$ cat src/core/scsi_seq_pkg.sv
package scsi_seq_pkg;

	// register indices; byte address is four times the index
	localparam logic [7:0] IDX_INTERRUPT_CAUSE = 8'h05;
	localparam logic [7:0] IDX_SEQUENCE_STEP = 8'h06;
	localparam logic [7:0] IDX_SEQ_CONTROL = 8'h0B;
	localparam logic [11:0] ADDR_INTERRUPT_CAUSE = {2'h0, IDX_INTERRUPT_CAUSE, 2'h0};
	localparam logic [11:0] ADDR_SEQUENCE_STEP = {2'h0, IDX_SEQUENCE_STEP, 2'h0};
	localparam logic [11:0] ADDR_SEQ_CONTROL = {2'h0, IDX_SEQ_CONTROL, 2'h0};

	// control field position and reset values
	localparam int CTRL_EXT_MSG_BIT = 0;
	localparam logic RESET_EXT_MSG = 1'b0;
	localparam logic [7:0] RESET_CAUSE = 8'h00;
	localparam logic [2:0] RESET_STEP = 3'h0;

	// interrupt cause bits
	localparam logic [7:0] CAUSE_SELECTED = 8'h01;
	localparam logic [7:0] CAUSE_SEL_ATN = 8'h02;
	localparam logic [7:0] CAUSE_FUNC_DONE = 8'h08;
	localparam logic [7:0] CAUSE_BUS_SERVICE = 8'h10;
	localparam logic [7:0] CAUSE_DISCONNECT = 8'h20;

	// step codes
	localparam logic [2:0] STEP_0 = 3'h0;
	localparam logic [2:0] STEP_1 = 3'h1;
	localparam logic [2:0] STEP_2 = 3'h2;
	localparam logic [2:0] STEP_4 = 3'h4;
	localparam logic [2:0] STEP_5 = 3'h5;
	localparam logic [2:0] STEP_6 = 3'h6;

	localparam logic [7:0] NULL_MESSAGE = 8'h00;
	localparam logic [1:0] MSG_ONE = 2'h1;
	localparam logic [1:0] MSG_TWO = 2'h2;

	typedef enum logic [2:0] {
		SEQ_SEL_PLAIN = 3'h0,
		SEQ_SEL_ATN = 3'h1,
		SEQ_RECV_CMD = 3'h2,
		SEQ_DISCONNECT = 3'h3,
		SEQ_TERMINATE = 3'h4
	} seq_kind_e;

	typedef enum logic [2:0] {
		OUT_DONE = 3'h0,
		OUT_PARITY_CMD = 3'h1,
		OUT_PARITY_MSG = 3'h2,
		OUT_BAD_ID = 3'h3,
		OUT_ATN_HOLD = 3'h4,
		OUT_ATN_STOP = 3'h5,
		OUT_HALT_SEL = 3'h6
	} outcome_e;

	typedef enum logic [1:0] {
		FILL_IDLE = 2'b00,
		FILL_ID = 2'b01,
		FILL_NULL = 2'b11
	} fill_state_e;

	// end-of-sequence report from the sequencer
	typedef struct packed {
		logic valid;
		seq_kind_e kind;
		outcome_e outcome;
		logic [1:0] bytes_done;
		logic [7:0] bus_id;
	} seq_report_s;

	typedef struct packed {
		logic [2:0] step;
		logic [7:0] cause;
	} seq_result_s;

endpackage

$ cat src/core/scsi_target_sequence_status.sv
`timescale 1ns/1ns
module scsi_target_sequence_status
	import scsi_seq_pkg::*;
(
	// clock and reset
	input wire logic pclk,
	input wire logic presetn,
	// apb slave
	input wire logic psel,
	input wire logic penable,
	input wire logic pwrite,
	input wire logic [11:0] paddr,
	input wire logic [31:0] pwdata,
	output logic [31:0] prdata,
	output logic pready,
	output logic pslverr,
	// scsi pin, active low
	input wire logic scsi_atn_n,
	// sequencer side
	input wire logic seq_start,
	input wire logic cmd_phase,
	input wire seq_report_s report,
	// fifo load and status
	output logic fifo_push,
	output logic [7:0] fifo_data,
	output logic report_done,
	output logic extended_message_mode
);

	logic [7:0] interrupt_cause;
	logic [2:0] sequence_step;
	logic atn_meta;
	logic atn_sync;
	logic atn_in_cmd;
	logic atn_flag;
	logic [7:0] held_id;
	fill_state_e fill_state;
	seq_result_s next_result;

	// 0 none, 1 cause, 2 step, 3 control
	function automatic logic [1:0] reg_sel(input logic [11:0] addr);
		logic [1:0] sel;
		sel = 2'h0;
		case (addr)
			ADDR_INTERRUPT_CAUSE: sel = 2'h1;
			ADDR_SEQUENCE_STEP: sel = 2'h2;
			ADDR_SEQ_CONTROL: sel = 2'h3;
			default: sel = 2'h0;
		endcase
		return sel;
	endfunction

	function automatic seq_result_s encode(input seq_report_s r,
		input logic ext, input logic atn);
		seq_result_s res;
		logic [7:0] svc;
		res.step = STEP_0;
		res.cause = RESET_CAUSE;
		svc = atn ? CAUSE_BUS_SERVICE : 8'h00;
		case (r.kind)
			SEQ_SEL_PLAIN:
			begin
				res.cause = CAUSE_SELECTED | svc;
				case (r.outcome)
					OUT_DONE: res.step = STEP_2;
					OUT_PARITY_CMD: res.step = STEP_1;
					default:
					begin
						res.step = STEP_0;
						res.cause = CAUSE_SELECTED;
					end
				endcase
			end
			SEQ_SEL_ATN:
			begin
				res.cause = CAUSE_SEL_ATN | svc;
				case (r.outcome)
					OUT_DONE:
						res.step = (ext && r.bytes_done != MSG_ONE) ?
							STEP_6 : STEP_2;
					OUT_PARITY_CMD:
						res.step = (ext && r.bytes_done != MSG_ONE) ?
							STEP_5 : STEP_1;
					OUT_ATN_HOLD:
					begin
						res.step = ext ? STEP_4 : STEP_0;
						res.cause = CAUSE_SEL_ATN | CAUSE_BUS_SERVICE;
					end
					OUT_PARITY_MSG:
					begin
						if (ext && r.bytes_done >= MSG_TWO)
						begin
							res.step = STEP_4;
							res.cause = CAUSE_SEL_ATN;
						end
						else
							res.step = STEP_0;
					end
					default: res.step = STEP_0;
				endcase
			end
			SEQ_RECV_CMD:
			begin
				res.cause = CAUSE_FUNC_DONE | svc;
				res.step = (r.outcome == OUT_DONE) ? STEP_2 : STEP_1;
			end
			default:
			begin
				if (r.outcome == OUT_DONE)
				begin
					res.step = STEP_2;
					res.cause = CAUSE_DISCONNECT | CAUSE_FUNC_DONE;
				end
				else
				begin
					res.step = (r.bytes_done >= MSG_TWO) ? STEP_1 : STEP_0;
					res.cause = CAUSE_BUS_SERVICE | CAUSE_FUNC_DONE;
				end
			end
		endcase
		return res;
	endfunction

	// atn pin synchroniser
	always_ff @(posedge pclk or negedge presetn)
	begin
		if (!presetn)
		begin
			atn_meta <= 1'b0;
			atn_sync <= 1'b0;
		end
		else
		begin
			atn_meta <= !scsi_atn_n;
			atn_sync <= atn_meta;
		end
	end

	// atn seen in command phase; set wins over clear
	always_ff @(posedge pclk or negedge presetn)
	begin
		if (!presetn)
			atn_in_cmd <= 1'b0;
		else if (atn_sync && cmd_phase)
			atn_in_cmd <= 1'b1;
		else if (seq_start)
			atn_in_cmd <= 1'b0;
	end

	assign atn_flag = atn_in_cmd || atn_sync;
	assign next_result = encode(report, extended_message_mode, atn_flag);

	always_ff @(posedge pclk or negedge presetn)
	begin
		if (!presetn)
		begin
			sequence_step <= RESET_STEP;
			interrupt_cause <= RESET_CAUSE;
			report_done <= 1'b0;
		end
		else
		begin
			report_done <= report.valid;
			if (report.valid)
			begin
				sequence_step <= next_result.step;
				interrupt_cause <= next_result.cause;
			end
		end
	end

	always_ff @(posedge pclk or negedge presetn)
	begin
		if (!presetn)
		begin
			fill_state <= FILL_IDLE;
			held_id <= 8'h00;
			fifo_push <= 1'b0;
			fifo_data <= 8'h00;
		end
		else
		begin
			fifo_push <= 1'b0;
			case (fill_state)
				FILL_IDLE:
				begin
					if (report.valid && report.kind == SEQ_SEL_PLAIN &&
						report.outcome == OUT_HALT_SEL)
					begin
						held_id <= report.bus_id;
						fill_state <= FILL_ID;
					end
				end
				FILL_ID:
				begin
					fifo_push <= 1'b1;
					fifo_data <= held_id;
					fill_state <= FILL_NULL;
				end
				FILL_NULL:
				begin
					fifo_push <= 1'b1;
					fifo_data <= NULL_MESSAGE;
					fill_state <= FILL_IDLE;
				end
				default: fill_state <= FILL_IDLE;
			endcase
		end
	end

	// control register write
	always_ff @(posedge pclk or negedge presetn)
	begin
		if (!presetn)
			extended_message_mode <= RESET_EXT_MSG;
		else if (psel && penable && pwrite && reg_sel(paddr) == 2'h3)
			extended_message_mode <= pwdata[CTRL_EXT_MSG_BIT];
	end

	// read data captured in setup phase
	always_ff @(posedge pclk or negedge presetn)
	begin
		if (!presetn)
		begin
			prdata <= 32'h00000000;
			pslverr <= 1'b0;
		end
		else if (psel && !penable)
		begin
			pslverr <= (reg_sel(paddr) == 2'h0);
			case (reg_sel(paddr))
				2'h1: prdata <= {24'h000000, interrupt_cause};
				2'h2: prdata <= {29'h0, sequence_step};
				2'h3: prdata <= {31'h0, extended_message_mode};
				default: prdata <= 32'h00000000;
			endcase
		end
	end

	assign pready = 1'b1;
endmodule

$ cat config.mk
export PLATFORM = sky130hd
export DESIGN_NAME = scsi_target_sequence_status
export DESIGN_NICKNAME = d
export VERILOG_FILES = /design/src/core/scsi_seq_pkg.sv /design/src/core/scsi_target_sequence_status.sv
export SDC_FILE = /design/constraint.sdc
export NUM_CORES = 1
export LEC_CHECK = 0
export ABC_CLOCK_PERIOD_IN_PS = 1200
export BUFFER_PORTS_ARGS = -buffer_cell sky130_fd_sc_hd__buf_4
export CAP_MARGIN = 20
export CORE_MARGIN = 3
export CORE_UTILIZATION = 39
export CTS_CLUSTER_DIAMETER = 200
export CTS_CLUSTER_SIZE = 12
export DETAILED_ROUTE_END_ITERATION = 8
export PLACE_DENSITY_LB_ADDON = 0.12
export RECOVER_POWER = 100
export SLEW_MARGIN = 10
export SYNTH_ARGS = -nofsm -noshare
export SYNTH_HDL_FRONTEND = slang
export SYNTH_SLANG_ARGS = --single-unit
$ cat constraint.sdc
create_clock -name pclk -period 1.2 [get_ports pclk]
set_input_delay 0.12 -clock pclk [delete_from_list [all_inputs] [get_ports pclk]]
set_output_delay 0.12 -clock pclk [all_outputs]
set_load 0.02 [all_outputs]
==> out/metrics.cfg, run 1 <==
[status]
outcome=finished with violations
violations=setup timing

[timing]
worstMarginPinSlew_ns=0.592
fin_skew_ns=0.00371
fmax_ghz=0.770
relSlewSlack_pct=60.5
final.setup.worst_slack_ns=-0.0987
period_share_pct=108
hold_viol=0
final-max-slew-violation-count=0
period_minus_slack_ns=1.30
rsz0062_at_grt=yes
setup_viol=8

[die]
io_pins=114
die-area_um2=5650
die_x_um=75.2
start_util_pct=41.7
fp.dieH_um=75.2
design.core.area_um2=4470
fp-row-count=24

[yosys]
synthCells=169
synthXorXnorAreaFrac_pct=0
ys.flop_type=dfrtp_1
synth_area_um2=1870
ys_ff_latch=39
yosysWarningCount=0
syn_avg_cell_area_um2=11.0
yosysSeqAreaShare_pct=52.3
async_reset_ff_share_pct=100
ys_types=38
synth_fa_ha_area_share_pct=0
synth_compound_area_share_pct=14.4
synth_top_family_by_area=buffers and inverters
synth_edf_count=0
yosys.area_share.simple_pct=11.3
synthMuxAreaShare_pct=7.04

[route]
routedWlPerCell_um=13.0
first_iter_violations=57
drt.antenna.violating_nets=0
viasPerCell=4.78
drt-pass1-iter-count=5
vias=1445
wirelength_um=3940
drc=0

[global_route]
antenna_found_initial=0
grt_start_max_net_pins=40
grt_overflow=0
grtUsageTotal_pct=15.0
grt_pass1_wl_um=6600
grt_pass1_vias=1445

[pwr]
power.leakage_nw=1.22
power_mw=3.69
worst_ir_drop_vdd_uv=835
power.density_nw_per_um2=1510

[worst_hold_path]
hold_start=cmd_phase
min_to=atn_in_cmd$_DFFE_PN0P_
whs_path_depth=3
hp-class=input pin to flip-flop

[place]
portBuffers=55
dpl_cell_area_um2=2360
gp_congestion=0.817
pre_cts_slack_ns=-0.306
dpl.hpwl_um=3000

[setup_path]
r2r-end=held_id[7]$_DFFE_PN0P_
ff2ff_setup_slack_ns=-0.1
startpoint=fill_state[0]$_DFFE_PN0P_
path_class=flip-flop to flip-flop
path_cells=or3_1, buf_6, mux2_4
critPathMaxFanout=8
end_kind=flip-flop
cpMaxStageDelayCell=dfrtp_1
crit_path_max_incr_delay_ns=0.38
setup.worst_path.start_class=flip-flop
reg2reg_from=fill_state[0]$_DFFE_PN0P_
rr_worst_depth=3
worstPathRequired_ns=1.38
arrival_ns=1.48

[final_layout]
design_area_um2=2440
drive_gt1_share_pct=30.4
fin_nets=318
diodes=0
area_delta_synth_final_pct=30.8

[clocking]
root_buffer=clkbuf_8
htreeDepth=2
clockBufferDepth=2
cts_made_buffers=5
cts_sinks=39
clock_latency_ns=0.29
clkTransAtPathRegs_ns=0.08
cts_tree=built

[run]
cap_violations=0

synth_stat cells, types with 2 or more instances:
library cell  count  share of area (%)
dfrtp_1          39                 52
buf_4            27                 11
nand2_1          15                3.0
a22o_1           12                5.6
inv_1            11                2.2
mux2_4            8                6.4
nor2_1            8                1.6
o21ai_1           5                1.3
a21oi_1           4                1.1
o21ai_0           3               0.80
o31ai_1           3                1.2
clkbuf_1          2               0.40
conb_1            2               0.40
nor2b_1           2               0.67
nor3_1            2               0.54
nor4_1            2               0.67
nor4bb_1          2                1.1
o2111ai_1         2               0.94
registers in the layout, indices dropped and copies added (netlist names):
name,cells
extended_message_mode,1
sequence_step,3
held_id,8
fifo_data,8
pslverr,1
fifo_push,1
fill_state,2
prdata,6
atn_in_cmd,1
atn_meta,1
report_done,1
interrupt_cause,5
atn_sync,1
placed cells by master (no fill, tap or decap), drive strengths merged:
cell type,synthesis,routed
nor4bb,2,2
and4bb,1,1
nor3,2,2
a211o,1,1
o22ai,1,1
dfrtp,39,39
a211oi,1,1
nor2,8,8
a22o,12,12
and4b,1,1
mux2,9,9
nand2b,1,1
a21oi,4,4
nor2b,2,2
nor3b,1,1
clkinv,0,2
o2111ai,2,2
clkbuf,2,33
dlygate4sd3,0,3
o311ai,1,1
nand4,1,1
o21bai,1,1
o31ai,3,3
inv,12,12
a31oi,1,1
nand2,15,15
nor4,2,2
o21ai,8,8
a221o,1,1
o32ai,1,1
conb,2,27
or3,1,1
bufinv,0,1
nand3b,1,1
buf,29,48
or3b,1,1
cell type report:
class | count | area, um^2
multi-input combinational | 112 | 721
inverter | 12 | 45.0
clock buffer | 5 | 68.8
tap | 52 | 65.1
timing repair buffer | 79 | 520
sequential | 39 | 977
clock inverter | 3 | 43.8
fill | 419 | 2030
layer usage:
layer	GRT usage, %	up-vias	wire length (um)
li1	-	697	-
met1	20.2	687	1710
met2	24.6	56	1960
met3	3.34	5	235
met4	4.08	0	34
met5	0	-	0
critical path, delay by kind of cell (launching register included):
kind	cells	cell delay, ns
flip-flops	1	0.38
buffers and inverters	1	0.16
multiplexers	1	0.29
AND/OR/NAND/NOR	1	0.35
per-stage QoR:
step	instances	setup TNS, ns	hold slack, ns	utilization (%)
4_1_cts	301	-0.921	0.0374	56.2
3_3_place_gp	290	-3.11	0.109	52.8
5_1_grt	302	-1.21	0.0451	54.6
3_5_place_dp	290	-3.53	0.122	52.8
2_1_floorplan	194	-0.892	-0.176	-
6_report	302	-0.762	0.0417	54.6
worst max path at each step:
stage                                         to  slack, ns  depth (start not counted)
final                     held_id[7]$_DFFE_PN0P_       -0.1                          3
after global routing      held_id[3]$_DFFE_PN0P_      -0.12                          3
after CTS                 held_id[7]$_DFFE_PN0P_      -0.12                          3
after detailed placement  held_id[6]$_DFFE_PN0P_      -0.31                          6
after global placement    held_id[2]$_DFFE_PN0P_      -0.29                          6
after floorplan           held_id[0]$_DFFE_PN0P_      -0.11                          3
power breakdown:
group	switching (mW)	leakage [nW]	total, mW	internal (mW)
sequential	0.117	0.513	1.66	1.54
clock	0.469	0.0581	1.09	0.619
combinational	0.540	0.654	0.944	0.404
cell families (layout without fill, tap and decap cells):
group / count (synthesis) / after routing
compound gates: 37 / 37
buf+inv: 43 / 99
flops: 39 / 39
mux: 9 / 9
other cells: 2 / 27
simple gates: 39 / 39
timing repair:
action | in CTS | in global routing
buffers inserted | 0 | 1
endpoints found under the setup margin | 16 | 10
cloned | 0 | 0
gates resized for setup | 2 | 3
hold buffers | 3 | 0
pin swaps | 1 | 1
endpoints found under the hold margin | 41 | 0
No activity file was read; power rests on OpenSTA's default activity.
==> inputs of run 2 (changes only) <==
- ABC_AREA: default -> 1
==> run 2 against run 1 <==
Against the previous run:
- the flow now finishes without violations
- cell area increased by 5.4%
- die area increased by 4.9%
- total power decreased by 3.2%
- via count increased by 12%
- sequential share of layout area decreased by 2.1 points
- cell count increased by 24%
- synthesized cell count increased by 37%
- fmax increased by 17%
- setup slack improved by 0.19 ns
- critical endpoint is now fifo_data[7]$_DFFE_PN0P_
- highest routed layer unchanged
==> out/metrics.cfg, run 2 <==
[global_route]
grt_pass1_wl_um=6730  ; +2.1%
grt_overflow=0  ; unchanged
grtUsageTotal_pct=13.8  ; -1.2 points
antenna_found_initial=0  ; unchanged
grt_start_max_net_pins=40  ; unchanged
grt_pass1_vias=1591  ; +10%

[clocking]
htreeDepth=2  ; unchanged
root_buffer=clkbuf_8
cts_made_buffers=5  ; unchanged
cts_tree=built
cts_setup_buffers=0  ; unchanged
cts_sinks=39  ; unchanged
clockBufferDepth=2  ; unchanged
clock_latency_ns=0.28  ; about the same
clkTransAtPathRegs_ns=0.07  ; about the same

[timing]
period_share_pct=92.2  ; -16 points
fmax_ghz=0.904  ; +17%
setup_viol=0  ; -8
hold_slack_ns=0.0205  ; -0.0212 ns
tns_ns=0  ; +0.762 ns
final-max-slew-violation-count=0  ; unchanged
fin_skew_ns=0.00367  ; -0.0000404 ns
period_minus_slack_ns=1.11  ; -0.193 ns
hold_viol=0  ; unchanged

[setup_path]
setup.worst_path.start_class=flip-flop
cp_top_family=flip-flops
end_kind=flip-flop
arrival_ns=1.28  ; -0.20 ns
path_cells=buf_4, clkinv_1, buf_4, a22o_1
cpMaxStageDelayCell=dfrtp_1
crit_path_max_incr_delay_ns=0.40  ; +0.02 ns
ff2ff_setup_slack_ns=0.09  ; +0.19 ns
path_buf_inv=3  ; +2
worstPathRequired_ns=1.37  ; about the same
crit_top_cell=buf_4
path_class=flip-flop to flip-flop
critPathMaxFanout=9  ; +1

[yosys]
yosys-top-cells-area=dfrtp_1 (50%), buf_4 (10%), nand2_1 (8.4%)
synth.most_common_cell=nand2_1
synth_edf_count=0  ; unchanged
synth_area_um2=1970  ; +5.4%
ys.flop_type=dfrtp_1
async_reset_ff_share_pct=100  ; unchanged
yosysTopAreaCell=dfrtp_1
yosysWarningCount=0  ; unchanged
synth.top_cells.by_count=nand2_1 (44), dfrtp_1 (39), inv_1 (29)
syn_avg_cell_area_um2=8.48  ; -23%
ys_ff_latch=39  ; unchanged
yosysSeqAreaShare_pct=49.6  ; -2.7 points
ys_types=26  ; -32%
synthCells=232  ; +37%
synth_top_area_share_pct=49.6  ; -2.7 points

[status]
outcome=finished clean

[pwr]
power.density_nw_per_um2=1390  ; -8.2%
power_mw=3.57  ; -3.2%
worst_ir_drop_vdd_uv=977  ; +17%
power.leakage_nw=1.38  ; +13%

[final_layout]
final_core_utilization_pct=53.8  ; -0.78 points
nFillCells=515  ; +23%
fin_nets=376  ; +18%
area_delta_synth_final_pct=30.9  ; about the same
layout_commonest_cell=buf_4
largestRegisters=fifo_data: 8 flops, held_id: 8 flops, prdata: 6 flops
drive_gt1_share_pct=29.9  ; -0.53 points
layout_common_cells=buf_4 (67), nand2_1 (44), dfrtp_1 (39)
multi_input_area_um2=764  ; +6.1%
design_area_um2=2570  ; +5.4%
regArea_um2=976  ; -0.13%
diodes=0  ; unchanged

[place]
gp_congestion=0.836  ; +2.3%
dpl_cell_area_um2=2440  ; +3.3%
portBuffers=55  ; unchanged
dpl.hpwl_um=3060  ; +1.9%

[route]
vias=1620  ; +12%
first_iter_violations=53  ; -7.0%
routedWlPerCell_um=10.5  ; -20%
drc=0  ; unchanged
wirelength_um=3920  ; -0.41%
viasPerCell=4.32  ; -9.7%
drt.antenna.violating_nets=0  ; unchanged
drt-pass1-iter-count=4  ; -1

[die]
design.core.area_um2=4790  ; +7.0%
start_util_pct=41.1  ; -0.62 points
die_x_um=77.0  ; +2.4%
die-area_um2=5930  ; +4.9%
io_pins=114  ; unchanged
fp-row-count=25  ; +4.2%
fp.dieH_um=77.0  ; +2.4%

[run]
cap_violations=0  ; unchanged

[worst_hold_path]
hp-class=input pin to flip-flop

[run 2: changes by cell type after synthesis, sizes merged, moves of 6 or more]
cell | previous run | this run
nand2 | 15 | 44
inv | 12 | 31
nor2 | 8 | 26
nand3 | 0 | 16
o21ai | 8 | 19
a22o | 12 | 2
mux2 | 9 | 0
a21oi | 4 | 10
[run 2: cells by family after synthesis]
| logic type | Yosys count | synth area share [%] |
|---|---|---|
| buffers and inverters | 63 | 17.6 |
| AO/OA/AOI/OAI | 35 | 11.3 |
| flip-flops | 39 | 49.6 |
| other | 2 | 0.382 |
| AND/OR/NAND/NOR | 93 | 21.2 |
[run 2: metal layers]
layer | track usage [%] | part of all wire [%]
met1 | 17.1 | 42
met2 | 22.9 | 51
met3 | 3.99 | 7.1
met4 | 5.16 | 0.46
met5 | 0 | 0
[run 2: repair_timing]
| item | 4_1_cts | 5_1_grt |
|---|---|---|
| cloned | 0 | 1 |
| hold buffers | 3 | 0 |
| gates resized for setup | 0 | 6 |
| hold endpoints to repair | 41 | 0 |
| endpoints found under the setup margin | 1 | 11 |
| pin swaps | 1 | 1 |
[run 2: through the flow]
stage | instances | setup slack (ns)
after floorplan | 257 | 0.119
after global placement | 363 | -0.00563
after detailed placement | 363 | -0.0144
after CTS | 374 | 0.00420
after global routing | 375 | -0.000399
final | 375 | 0.0941
[run 2: layout make-up]
cell class	instances	share of cell area, %
clock buffers	7	2.97
clock inverters	1	0.194
inverters	33	4.81
multi-input cells	156	29.7
flip-flops and latches	39	37.9
well taps	67	3.26
repair buffers	72	21.1
[run 2: final timing paths]
kind                                                 end                      start  depth (start not counted)
worst max-delay path            fifo_data[7]$_DFFE_PN0P_  fill_state[0]$_DFFE_PN0P_                          4
worst min-delay path              atn_in_cmd$_DFFE_PN0P_                  seq_start                          2
worst max register to register  fifo_data[7]$_DFFE_PN0P_  fill_state[0]$_DFFE_PN0P_                          4
worst min register to register        atn_sync$_DFF_PN0_         atn_meta$_DFF_PN0_                          0
max in group asynchronous       fifo_data[5]$_DFFE_PN0P_                    presetn                          2
min in group asynchronous          prdata[0]$_DFFE_PN0P_                    presetn                          2
[run 2: where the power goes]
group | switching [mW] | leakage [nW] | internal (mW)
clock network | 0.411 | 0.0422 | 0.407
registers | 0.126 | 0.478 | 1.54
logic | 0.618 | 0.863 | 0.467
